--- src/shared/pinfn_pkg.sv ---
/*
 * Constants, types and register map of the low-power pin function mux.
 * Assumes a single clock domain and a plain register port with byte
 * addresses; every printed offset is word aligned.
 */
`default_nettype none

package pinfn_pkg;

   // ************************************
   // Sizes
   // ************************************
   localparam int NUM_PINS = 10;
   localparam int NUM_FLASH = 5;
   localparam int NUM_GEN = 4;
   localparam int NUM_SLOTS = 8;
   localparam int NUM_WIDE = 64;
   localparam int SEL_W = 3;
   localparam int WIDE_W = 6;

   // Pin order on the pin ports
   localparam int PIN_FLASH0 = 0;
   localparam int PIN_24 = 5;
   localparam int PIN_GEN0 = 6;

   // ************************************
   // Register map
   // ************************************
   localparam logic [31:0] ADDR_FLASH_SEL = 32'h4000_B068;
   localparam logic [31:0] ADDR_PIN24_SEL = 32'h4000_B080;
   localparam logic [31:0] ADDR_WIDE_MTX0 = 32'h4000_B1A0;
   localparam logic [31:0] ADDR_GEN_SEL = 32'h4000_B1F0;

   // Field layout: primary selectors every 4 bits, matrix every 8 bits
   localparam int SEL_STRIDE = 4;
   localparam int WIDE_STRIDE = 8;

   localparam logic [31:0] RST_FLASH_SEL = 32'h0000_0000;
   localparam logic [31:0] RST_PIN24_SEL = 32'h0000_0000;
   localparam logic [31:0] RST_WIDE_MTX0 = 32'h3F3F_3F3F;
   localparam logic [31:0] RST_GEN_SEL = 32'h0000_0000;

   localparam logic [31:0] MASK_FLASH_SEL = 32'h0007_7777;
   localparam logic [31:0] MASK_PIN24_SEL = 32'h0000_0007;
   localparam logic [31:0] MASK_WIDE_MTX0 = 32'h3F3F_3F3F;
   localparam logic [31:0] MASK_GEN_SEL = 32'h0000_7777;

   // Primary selector code that hands a pin to the matrix
   localparam logic [2:0] SEL_WIDE = 3'h1;

   // ************************************
   // Types
   // ************************************
   typedef logic [SEL_W-1:0] sel_t;
   typedef logic [WIDE_W-1:0] wide_t;

   typedef struct packed {
      logic out;
      logic oe;
   } pin_drive_s;

endpackage

`default_nettype wire

--- src/hw/pin_function_mux.sv ---
/*
 * Low-power pin function mux: selector registers on a plain register
 * port, and per-pin routing of eight function slots plus a 64-entry
 * wide function matrix for the general pins 0..3.
 * Assumes peripherals present per-pin slot drives on REF_CLK_I and pad
 * inputs arrive asynchronously.
 */
// Implementation choice: strobed register access.
//
// Behaviour
// RL1 - 3-bit selector picks slot; 1 means matrix (only on general pins 0..3; on flash pins and pin 24 code 1 is plain slot 1)
// RL2 - Flash pins 4..0 at bits 18:16..2:0
// RL3 - Software uses recommended flash pin codes
// RL4 - Software keeps flash pins off other functions
// RL5 - Pin 24 selector in bits 2:0 only
// RL6 - Matrix register: four 6-bit fields, reset 3F3F3F3F
// RL7 - Matrix code acts only while selector is 1
// RL8 - Unused bits read zero, ignore writes
`timescale 1ns/100ps
`default_nettype none

module pin_function_mux (
   // Clock and reset
   input wire logic REF_CLK_I,
   input wire logic RST_I,
   // Register port
   input wire logic [31:0] REG_ADDR_I,
   input wire logic [31:0] REG_WDATA_I,
   input wire logic REG_WR_I,
   input wire logic REG_RD_I,
   output logic [31:0] REG_RDATA_O,
   // Function slot sources and sinks, per pin
   input wire logic [pinfn_pkg::NUM_PINS-1:0][pinfn_pkg::NUM_SLOTS-1:0]
      SLOT_DO_I,
   input wire logic [pinfn_pkg::NUM_PINS-1:0][pinfn_pkg::NUM_SLOTS-1:0]
      SLOT_OE_I,
   output logic [pinfn_pkg::NUM_PINS-1:0][pinfn_pkg::NUM_SLOTS-1:0]
      SLOT_DI_O,
   // Wide function matrix sources and sinks
   input wire logic [pinfn_pkg::NUM_WIDE-1:0] WIDE_DO_I,
   input wire logic [pinfn_pkg::NUM_WIDE-1:0] WIDE_OE_I,
   output logic [pinfn_pkg::NUM_WIDE-1:0] WIDE_DI_O,
   // Pads
   input wire logic [pinfn_pkg::NUM_PINS-1:0] PIN_IN_I,
   output pinfn_pkg::pin_drive_s [pinfn_pkg::NUM_PINS-1:0] PIN_O
);

   import pinfn_pkg::*;

   // ************************************
   // Declarations
   // ************************************
   logic [31:0] flash_sel_r;
   logic [31:0] pin24_sel_r;
   logic [31:0] wide_mtx_r;
   logic [31:0] gen_sel_r;
   logic [31:0] rdata_nxt;
   logic [NUM_PINS-1:0] pin_in_sync;
   sel_t [NUM_PINS-1:0] sel;
   wide_t [NUM_PINS-1:0] code;
   pin_drive_s [NUM_PINS-1:0] drive_nxt;
   logic [NUM_PINS-1:0][NUM_SLOTS-1:0] slot_en;
   logic [NUM_PINS-1:0][NUM_WIDE-1:0] wide_en;
   logic [NUM_WIDE-1:0] wide_di_nxt;
   logic wr_flash, wr_pin24, wr_wide, wr_gen;

   // ************************************
   // Pad input synchroniser
   // ************************************
   pin_sync #(
      .WIDTH(NUM_PINS)
   ) pin_sync_inst (
      .clk_i(REF_CLK_I),
      .rst_i(RST_I),
      .async_i(PIN_IN_I),
      .sync_o(pin_in_sync)
   );

   // ************************************
   // Register writes
   // ************************************
   assign wr_flash = REG_WR_I && (REG_ADDR_I == ADDR_FLASH_SEL);
   assign wr_pin24 = REG_WR_I && (REG_ADDR_I == ADDR_PIN24_SEL);
   assign wr_wide = REG_WR_I && (REG_ADDR_I == ADDR_WIDE_MTX0);
   assign wr_gen = REG_WR_I && (REG_ADDR_I == ADDR_GEN_SEL);

   // Storing only the field bits keeps unused bits at zero for good
   always_ff @(posedge REF_CLK_I) begin
      if (RST_I) begin
         flash_sel_r <= RST_FLASH_SEL;
      end else if (wr_flash) begin
         flash_sel_r <= REG_WDATA_I & MASK_FLASH_SEL; // RL2 RL8
      end
   end

   always_ff @(posedge REF_CLK_I) begin
      if (RST_I) begin
         pin24_sel_r <= RST_PIN24_SEL;
      end else if (wr_pin24) begin
         pin24_sel_r <= REG_WDATA_I & MASK_PIN24_SEL; // RL5 RL8
      end
   end

   always_ff @(posedge REF_CLK_I) begin
      if (RST_I) begin
         wide_mtx_r <= RST_WIDE_MTX0; // RL6
      end else if (wr_wide) begin
         wide_mtx_r <= REG_WDATA_I & MASK_WIDE_MTX0; // RL6 RL8
      end
   end

   always_ff @(posedge REF_CLK_I) begin
      if (RST_I) begin
         gen_sel_r <= RST_GEN_SEL;
      end else if (wr_gen) begin
         gen_sel_r <= REG_WDATA_I & MASK_GEN_SEL; // RL8
      end
   end

   // ************************************
   // Register reads
   // ************************************
   // Unmapped addresses read as zero; data stands one cycle only
   always_comb begin
      case (REG_ADDR_I)
         ADDR_FLASH_SEL: rdata_nxt = flash_sel_r;
         ADDR_PIN24_SEL: rdata_nxt = pin24_sel_r;
         ADDR_WIDE_MTX0: rdata_nxt = wide_mtx_r;
         ADDR_GEN_SEL: rdata_nxt = gen_sel_r;
         default: rdata_nxt = 32'h0000_0000;
      endcase
   end

   always_ff @(posedge REF_CLK_I) begin
      if (RST_I) begin
         REG_RDATA_O <= 32'h0000_0000;
      end else if (REG_RD_I) begin
         REG_RDATA_O <= rdata_nxt; // RL8
      end else begin
         REG_RDATA_O <= 32'h0000_0000;
      end
   end

   // ************************************
   // Field extraction
   // ************************************
   genvar gf;
   generate
      for (gf = 0; gf < NUM_FLASH; gf++) begin : g_flash
         assign sel[PIN_FLASH0+gf] =
            flash_sel_r[gf*SEL_STRIDE +: SEL_W]; // RL2
         assign code[PIN_FLASH0+gf] = '0;
      end
      for (gf = 0; gf < NUM_GEN; gf++) begin : g_gen
         assign sel[PIN_GEN0+gf] = gen_sel_r[gf*SEL_STRIDE +: SEL_W];
         assign code[PIN_GEN0+gf] =
            wide_mtx_r[gf*WIDE_STRIDE +: WIDE_W]; // RL6
      end
   endgenerate
   assign sel[PIN_24] = pin24_sel_r[SEL_W-1:0]; // RL5
   assign code[PIN_24] = '0;

   // ************************************
   // Per-pin routing
   // ************************************
   // Only the general pins own a matrix field; elsewhere slot 1 is a
   // plain function slot
   genvar gp;
   generate
      for (gp = 0; gp < NUM_PINS; gp++) begin : g_pin
         fn_slot_select fn_slot_select_inst (
            .sel_i(sel[gp]), // RL1
            .code_i(code[gp]),
            .wide_ok_i(gp >= PIN_GEN0), // RL7
            .slot_do_i(SLOT_DO_I[gp]),
            .slot_oe_i(SLOT_OE_I[gp]),
            .wide_do_i(WIDE_DO_I),
            .wide_oe_i(WIDE_OE_I),
            .drive_o(drive_nxt[gp]),
            .slot_en_o(slot_en[gp]),
            .wide_en_o(wide_en[gp])
         );

         always_ff @(posedge REF_CLK_I) begin
            if (RST_I) begin
               PIN_O[gp] <= '0;
               SLOT_DI_O[gp] <= '0;
            end else begin
               PIN_O[gp] <= drive_nxt[gp]; // RL1
               SLOT_DI_O[gp] <= slot_en[gp] &
                  {NUM_SLOTS{pin_in_sync[gp]}}; // RL1
            end
         end
      end
   endgenerate

   // Two pins on one matrix code both feed it; their inputs are ORed
   always_comb begin
      wide_di_nxt = '0;
      for (int i = 0; i < NUM_PINS; i++) begin
         wide_di_nxt = wide_di_nxt |
            (wide_en[i] & {NUM_WIDE{pin_in_sync[i]}}); // RL7
      end
   end

   always_ff @(posedge REF_CLK_I) begin
      if (RST_I) begin
         WIDE_DI_O <= '0;
      end else begin
         WIDE_DI_O <= wide_di_nxt;
      end
   end

   // ************************************
   // Checks
   // ************************************
   pin_drive_s p24_expect;
   pin_drive_s gen0_slot_expect;
   pin_drive_s gen0_wide_expect;
   assign p24_expect = {SLOT_DO_I[PIN_24][sel[PIN_24]],
                        SLOT_OE_I[PIN_24][sel[PIN_24]]};
   assign gen0_slot_expect = {SLOT_DO_I[PIN_GEN0][sel[PIN_GEN0]],
                              SLOT_OE_I[PIN_GEN0][sel[PIN_GEN0]]};
   assign gen0_wide_expect = {WIDE_DO_I[code[PIN_GEN0]],
                              WIDE_OE_I[code[PIN_GEN0]]};

   slot_route_a: assert property ( // RL1
      @(posedge REF_CLK_I) disable iff (RST_I)
      1'h1 |=> PIN_O[PIN_24] == $past(p24_expect))
      else $error("pin 24 drive does not follow its slot");

   flash_field_a: assert property ( // RL2
      @(posedge REF_CLK_I) disable iff (RST_I)
      wr_flash ##1 (REG_RD_I && REG_ADDR_I == ADDR_FLASH_SEL)
      |=> REG_RDATA_O[18:16] == $past(REG_WDATA_I[18:16], 2) &&
          REG_RDATA_O[2:0] == $past(REG_WDATA_I[2:0], 2))
      else $error("flash selector field not read back");

   pin24_field_a: assert property ( // RL5
      @(posedge REF_CLK_I) disable iff (RST_I)
      (REG_RD_I && REG_ADDR_I == ADDR_PIN24_SEL)
      |=> REG_RDATA_O == {29'h0, sel[PIN_24]} ||
          $past(wr_pin24, 1))
      else $error("pin 24 selector read back wrong");

   matrix_reset_a: assert property ( // RL6
      @(posedge REF_CLK_I)
      $fell(RST_I) |-> wide_mtx_r == 32'h3F3F_3F3F &&
                       code[PIN_GEN0+3] == 6'h3F)
      else $error("matrix register reset value wrong");

   wide_take_a: assert property ( // RL7
      @(posedge REF_CLK_I) disable iff (RST_I)
      sel[PIN_GEN0] == 3'h1 |=> PIN_O[PIN_GEN0] == $past(gen0_wide_expect))
      else $error("matrix code ignored while selector is 1");

   wide_ignore_a: assert property ( // RL7
      @(posedge REF_CLK_I) disable iff (RST_I)
      sel[PIN_GEN0] != 3'h1
      |=> PIN_O[PIN_GEN0] == $past(gen0_slot_expect) &&
          $past(wide_en[PIN_GEN0]) == '0)
      else $error("matrix code acted while selector not 1");

   unused_zero_a: assert property ( // RL8
      @(posedge REF_CLK_I) disable iff (RST_I)
      REG_RD_I |=> (REG_RDATA_O & ~MASK_FLASH_SEL & ~MASK_WIDE_MTX0) == '0)
      else $error("unused register bits read non-zero");

   read_once_a: assert property ( // RL8
      @(posedge REF_CLK_I) disable iff (RST_I)
      !REG_RD_I |=> REG_RDATA_O == 32'h0000_0000)
      else $error("read data stands outside its cycle");

   flash0_route_a: assert property ( // RL2
      @(posedge REF_CLK_I) disable iff (RST_I)
      1'h1 |=> PIN_O[PIN_FLASH0] ==
         $past({SLOT_DO_I[PIN_FLASH0][flash_sel_r[2:0]],
                SLOT_OE_I[PIN_FLASH0][flash_sel_r[2:0]]}))
      else $error("flash pin 0 drive does not follow bits 2:0");

   flash4_route_a: assert property ( // RL2
      @(posedge REF_CLK_I) disable iff (RST_I)
      1'h1 |=> PIN_O[PIN_FLASH0+4] ==
         $past({SLOT_DO_I[PIN_FLASH0+4][flash_sel_r[18:16]],
                SLOT_OE_I[PIN_FLASH0+4][flash_sel_r[18:16]]}))
      else $error("flash pin 4 drive does not follow bits 18:16");

   slot_in_a: assert property ( // RL1
      @(posedge REF_CLK_I) disable iff (RST_I)
      1'h1 |=> SLOT_DI_O[PIN_24] ==
         $past(pin_in_sync[PIN_24] ? 8'h01 << sel[PIN_24] : 8'h00))
      else $error("pin 24 input not routed to its slot");

   wide_quiet_a: assert property ( // RL7
      @(posedge REF_CLK_I) disable iff (RST_I)
      sel[PIN_GEN0] != 3'h1 && sel[PIN_GEN0+1] != 3'h1 &&
      sel[PIN_GEN0+2] != 3'h1 && sel[PIN_GEN0+3] != 3'h1
      |=> WIDE_DI_O == '0)
      else $error("matrix input fed while no pin selects it");

   unmapped_keep_a: assert property ( // RL8
      @(posedge REF_CLK_I) disable iff (RST_I)
      REG_WR_I && !wr_flash && !wr_pin24 && !wr_wide && !wr_gen
      |=> $stable(flash_sel_r) && $stable(pin24_sel_r) &&
          $stable(wide_mtx_r) && $stable(gen_sel_r))
      else $error("write to unmapped address changed a register");

   matrix_read_a: assert property ( // RL6
      @(posedge REF_CLK_I) disable iff (RST_I)
      (REG_RD_I && REG_ADDR_I == ADDR_WIDE_MTX0)
      |=> REG_RDATA_O[29:24] == $past(code[PIN_GEN0+3]) &&
          REG_RDATA_O[5:0] == $past(code[PIN_GEN0]))
      else $error("matrix fields read back at wrong bits");

endmodule // pin_function_mux

`default_nettype wire

--- src/hw/pin_sync.sv ---
/*
 * Two-stage synchroniser for pad inputs.
 * Assumes the inputs are asynchronous to REF_CLK_I.
 */
`timescale 1ns/100ps
`default_nettype none

module pin_sync #(
   parameter int WIDTH = 1
) (
   // Clock and reset
   input wire logic clk_i,
   input wire logic rst_i,
   // Data
   input wire logic [WIDTH-1:0] async_i,
   output logic [WIDTH-1:0] sync_o
);

   logic [WIDTH-1:0] meta_r;

   generate
      if (WIDTH < 1) begin : g_width_check
         $error("pin_sync: WIDTH must be at least 1");
      end
   endgenerate

   // First stage feeds the second stage only
   always_ff @(posedge clk_i) begin
      if (rst_i) begin
         meta_r <= '0;
         sync_o <= '0;
      end else begin
         meta_r <= async_i;
         sync_o <= meta_r;
      end
   end

endmodule // pin_sync

`default_nettype wire

--- src/hw/fn_slot_select.sv ---
/*
 * Per-pin function selection: picks the driving slot, or the matrix
 * function when the pin supports the matrix and its selector is 1.
 * Purely combinational; the caller registers the results.
 */
`timescale 1ns/100ps
`default_nettype none

module fn_slot_select (
   // Selection
   input wire pinfn_pkg::sel_t sel_i,
   input wire pinfn_pkg::wide_t code_i,
   input wire logic wide_ok_i,
   // Function sources
   input wire logic [pinfn_pkg::NUM_SLOTS-1:0] slot_do_i,
   input wire logic [pinfn_pkg::NUM_SLOTS-1:0] slot_oe_i,
   input wire logic [pinfn_pkg::NUM_WIDE-1:0] wide_do_i,
   input wire logic [pinfn_pkg::NUM_WIDE-1:0] wide_oe_i,
   // Results
   output pinfn_pkg::pin_drive_s drive_o,
   output logic [pinfn_pkg::NUM_SLOTS-1:0] slot_en_o,
   output logic [pinfn_pkg::NUM_WIDE-1:0] wide_en_o
);

   import pinfn_pkg::*;

   logic use_wide;

   always_comb begin
      use_wide = wide_ok_i && (sel_i == SEL_WIDE);
      if (use_wide) begin
         drive_o.out = wide_do_i[code_i];
         drive_o.oe = wide_oe_i[code_i];
         slot_en_o = '0;
         wide_en_o = NUM_WIDE'(1) << code_i;
      end else begin
         drive_o.out = slot_do_i[sel_i];
         drive_o.oe = slot_oe_i[sel_i];
         slot_en_o = NUM_SLOTS'(1) << sel_i;
         wide_en_o = '0;
      end
   end

endmodule // fn_slot_select

`default_nettype wire

--- config.mk ---
export PLATFORM = sky130hd
export DESIGN_NAME = pin_function_mux
export DESIGN_NICKNAME = d
export VERILOG_FILES = /design/src/shared/pinfn_pkg.sv /design/src/hw/pin_function_mux.sv /design/src/hw/pin_sync.sv /design/src/hw/fn_slot_select.sv
export SDC_FILE = /design/constraint.sdc
export NUM_CORES = 1
export LEC_CHECK = 0
export BUFFER_PORTS_ARGS = -buffer_cell sky130_fd_sc_hd__buf_4
export CAP_MARGIN = 20
export CORE_ASPECT_RATIO = 2
export CORE_UTILIZATION = 52
export CTS_CLUSTER_DIAMETER = 60
export DETAILED_ROUTE_END_ITERATION = 8
export PLACE_DENSITY_LB_ADDON = 0.2
export SLEW_MARGIN = 20
export SYNTH_ARGS = -nofsm -noshare
export SYNTH_HDL_FRONTEND = slang
export SYNTH_HIERARCHICAL = 1
export SYNTH_SLANG_ARGS = --single-unit
--- constraint.sdc ---
create_clock -name REF_CLK_I -period 2.89 [get_ports REF_CLK_I]
set_clock_uncertainty 0.1 [all_clocks]
set_input_delay 0.578 -clock REF_CLK_I [delete_from_list [all_inputs] [get_ports REF_CLK_I]]
set_output_delay 0.578 -clock REF_CLK_I [all_outputs]
set_load 0.005 [all_outputs]
==> run metrics, run 1 <==
Post-Synth XOR/XNOR Area=0.0310%; main combinational cell family by area after synthesis=multiplexers; Synth Area in Simple Gates=26.1%; Rows=120; Fail Step=global routing (5_1_grt); Post-Synthesis Cells=3122; placed cell areas=0.0347 mm²; root buf cell=clkbuf_16; overall die width=167 µm; Overall Global Routing Usage=67.2%; cts repair resizes=0; complex-gate fraction of the synthesized area=15.3%; post-synthesis mux area share=35.0%; FFs w/ async S/R, synth=0%; vias in the first global route=37000; DPL Wire Length=125 mm; number of CTS-inserted buffers=26; CTS Buffer Depth=3; Netlist cell types=56; # IOs=562; area share of fa/ha/maj cells after synthesis=0%; Top FF cell, synth=dfxtp_1; first error=[ERROR GRT-0116] Global routing finished with congestion. Check the congestion regions in the DRC Viewer.; first-pass GRT wire length=274 mm; DP Worst Slack=-0.161 ns; CTS sink count=264; post-synthesis cell area=0.0283 mm²; routability cong.=1.13; Post-synth EDFFs=0; Die Ht=332 µm; Post-CTS Hold Buffers=0; GRT overflow=188; status=stopped before the end; sequential-to-total area share from yosys stat=18.7%; DP Cell Count=4429; register bit total from synthesis=264; initial core utilization=52.8%; Mapped Avg Cell Area=9.06 µm²; H-tree depth=1; Synth Warn #=6; IO buf count=549; pin count of the biggest net entering global routing=66
cell usage after synthesis (21+ instances only):
master / number / share of area [%]
or2_2: 21 / 0.46
buf_2: 67 / 1.2
a22o_1: 129 / 4.0
a211o_1: 34 / 1.1
mux2i_1: 100 / 3.5
nor2_1: 668 / 8.9
nor2b_1: 104 / 2.3
a221oi_1: 138 / 4.3
nand2b_1: 114 / 2.5
and2_1: 101 / 2.2
nor3_1: 63 / 1.1
nand3_1: 62 / 1.1
dfxtp_1: 264 / 19
buf_1: 54 / 0.72
a31oi_1: 75 / 1.7
mux2_2: 70 / 2.8
and3_1: 21 / 0.46
clkbuf_1: 196 / 2.6
nor3b_1: 40 / 1.1
nand2_1: 97 / 1.3
mux4_2: 360 / 29
a22oi_1: 68 / 1.8
logic make-up after synthesis:
group                     after synthesis
and+or+nand+nor                      1453
AOI/OAI and AO/OA                     543
muxes                                 530
buffers and inverters                 329
DFF                                   264
other                                   2
xor gates and xnor gates                1
what timing repair did:
item,in CTS
pin swaps,1
endpoints found under the setup margin,1
buffers inserted,1
layer usage:
layer,GRT overflow,GRT usage [%]
met2,113,92.0
met1,0,67.4
met4,74,70.9
met3,1,39.9
met5,0,3.64
metrics by stage:
step / hold WS (ns) / util [%]
CTS: 0.0534 / 66.4
detailed placement: 0.334 / 64.8
global placement: 0.317 / 64.8
floorplan: 0.315 / -
==> inputs of run 2 (changes only) <==
Settings changed: CORE_ASPECT_RATIO 2 to unset, CORE_UTILIZATION 52 to 40, CTS_CLUSTER_DIAMETER 60 to unset, PLACE_DENSITY_LB_ADDON 0.2 to 0.15.
Clock period 2.89 ns to 3.8 ns, I/O delays scaled along.
==> run metrics, run 2 <==
status=complete, but fails checks (was stopped before the end); failing checks=slew limit; Max Slew Vio Count=6; DP Worst Slack=0.526 ns (was -0.161 ns); fraction of layout cells with a size suffix above 1=33.7%; CTS clk-pin slew, worst paths=0.06 ns; # IOs=562 (unchanged); final-layout fill cell count=6852; Metal-1 WL=54.3 mm; Hold Path End=wide_mtx_r[19]$_SDFFE_PP1P_; DRT Pass-1 Iters=6; Post-CTS Hold Buffers=0 (unchanged); Worst path most repeated cell=nand2b_1; RSZ-0062 raised after global routing=false; Top Registers=SLOT_DI_O: 80 flops, WIDE_DI_O: 64 flops, REG_RDATA_O: 26 flops; met3 WL=17.4 mm; WP data required=4.18 ns; sequential-to-total area share from yosys stat=18.7% (unchanged); Post-Synthesis Cells=3122 (unchanged); fin crit period=3.08 ns; Max Clk Rate=325 MHz; setup tns final=0 ns; crit path max fanout=11; 1st-iter DRT viols=4931; Top FF cell, synth=dfxtp_1 (unchanged); startpoint types=flop; max FFs per register=80; Worst Path Arrival=3.46 ns; worst r2r src=wide_mtx_r[19]$_SDFFE_PP1P_; CTS Buffer Depth=3 (unchanged); CTS tree=done; routability cong.=1.04 (was 1.13); Finished Cell Area=0.0349 mm²; count leader, synth=nor2_1 (unchanged); IO buf count=549 (unchanged); Final nets=4013; worst-case reg-to-reg path depth=6; Synth Warn #=6 (unchanged); Hold Vio Cnt, Final=0; Overall Global Routing Usage=40.2%; initial antenna violation count=15; kind of critical path=reg -> reg; measured slew at the worst slew-check pin=1.71 ns; vias in the first global route=28400; CP cell instances=nor2b_1 > nand2b_1 > nand2b_1 > nor2_1 > a22oi_1 > a31oi_1; Hold WS=0.248 ns; share of the synthesized area in the top cell type=28.7% (unchanged); max_slew headroom=-15.8%; first-pass GRT wire length=209 mm; Netlist cell types=56 (unchanged); Die Area=0.0718 mm²; DR vias/cell=6.71; Setup-failing EPs final=0; metal2 WL=64.8 mm; Core Util, Final=49.8%; PwrDens=221 mW/mm²; Max Cap Viol=0; flop-to-flop setup slack=0.72 ns; Largest Register=SLOT_DI_O; top sig layer=met5; Pleak=12.7 nW; Clock Latency Late Sink=0.62 ns; Tcrit/Tclk final=81.0%; DPL Wire Length=108 mm (was 125 mm); Post-synth top cells=668 x nor2_1, 360 x mux4_2, 264 x dfxtp_1 (unchanged); CTS sink count=264 (unchanged); initial core utilization=40.4% (was 52.8%); cts repair resizes=0 (unchanged); Storage cell area=0.00532 mm²; wire per inst=32.0 µm; Rows=97 (was 120); VDD IR max=0.343 mV; Area contributors post-synth=mux4_2 29%, dfxtp_1 19%, nor2_1 8.9% (unchanged); Remaining DRCs=0; register bit total from synthesis=264 (unchanged); FFs w/ async S/R, synth=0% (unchanged); max incr delay on CP=0.96 ns; Core Area=0.0700 mm²; Syn-to-layout area delta=23.2%; Vias=31000; Layout Cells excl Fill=4622; crit path max-delay cell type=nor2b_1; commonest non-fill, non-tap cell in the layout=nor2_1; H-tree depth=1 (unchanged); GRT overflow=0; Detail Route Antenna Nets=0; final setup margin=0.723 ns; area occupied by multi-input gates=0.0222 mm²; Die Ht=268 µm (was 332 µm); HP Class=in -> reg; number of CTS-inserted buffers=30 (was 26); placed cell areas=0.0339 mm² (was 0.0347 mm²); most frequent cells in the layout=668 x nor2_1, 664 x buf_4, 360 x mux4_2, 246 x dfxtp_1, 150 x conb_1; Post-CTS Setup Repair Bufs=0 (was 1); WL final=148 mm; Post-synth EDFFs=0 (unchanged); reg2reg end=WIDE_DI_O[17]$_SDFF_PP0_; CP endpoint kind=flop; Hold Path Depth=2; Mapped Avg Cell Area=9.06 µm² (unchanged); post-synth top area cell=mux4_2 (unchanged); DP Cell Count=4555 (was 4429); hold path start=REG_WDATA_I[19]; post-synthesis cell area=0.0283 mm² (unchanged); Power Total=7.71 mW; overall die width=268 µm (was 167 µm); pin count of the biggest net entering global routing=66; root buf cell=clkbuf_16 (unchanged)
==> run 2: cell counts after synthesis <==
No cell type changed its count.
==> run 2: routing by layer <==
layer  track usage (%)  vias up
li1                  -    12900
met1              51.6    15200
met2              60.9     2427
met3              9.54      523
met4              25.3        8
met5                 0        -
==> run 2: cell families after synthesis <==
group           count (synthesis)  synth area share, %
other cells                     2               0.0265
xor+xnor                        1               0.0310
compound gates                543                 15.3
flops                         264                 18.7
mux                           530                 35.0
simple gates                 1453                 26.1
buf+inv                       329                 4.83
==> run 2: area by class of cell <==
class                      count  area share [%]
clock inverter                14           0.420
sequential                   264            15.2
antenna                       11          0.0789
clock buffer                  42            2.40
timing repair buffer         672            14.7
tap                          940            3.37
multi-input combinational   2677            63.7
inverter                       2          0.0215
==> run 2: worst max-delay path by stage <==
stage | cells after the start | endpoint | start
floorplan | 7 | gen_sel_r[10]$_SDFFE_PP0P_ | REG_ADDR_I[1]
detailed placement | 7 | wide_mtx_r[11]$_SDFFE_PP1P_ | REG_ADDR_I[0]
CTS | 5 | PIN_O[19]$_SDFF_PP0_ | wide_mtx_r[24]$_SDFFE_PP1P_
global placement | 7 | wide_mtx_r[24]$_SDFFE_PP1P_ | REG_ADDR_I[0]
global route | 8 | PIN_O[18]$_SDFF_PP0_ | wide_mtx_r[24]$_SDFFE_PP1P_
finish | 6 | WIDE_DI_O[17]$_SDFF_PP0_ | wide_mtx_r[19]$_SDFFE_PP1P_
==> run 2: where the power goes <==
part / total (mW) / internal (mW) / switching [mW]
registers: 2.85 / 2.79 / 0.0615
clock network: 2.90 / 1.62 / 1.28
logic: 1.96 / 0.938 / 1.02
total: 7.71 / 5.35 / 2.36
==> run 2: critical path: cells and delay by family, from the launching register on <==
family	cells	cell delay, ns
and+or+nand+nor	4	1.85
DFF	1	0.58
AOI/OAI and AO/OA	2	0.39
No activity file was read; power rests on OpenSTA's default activity.
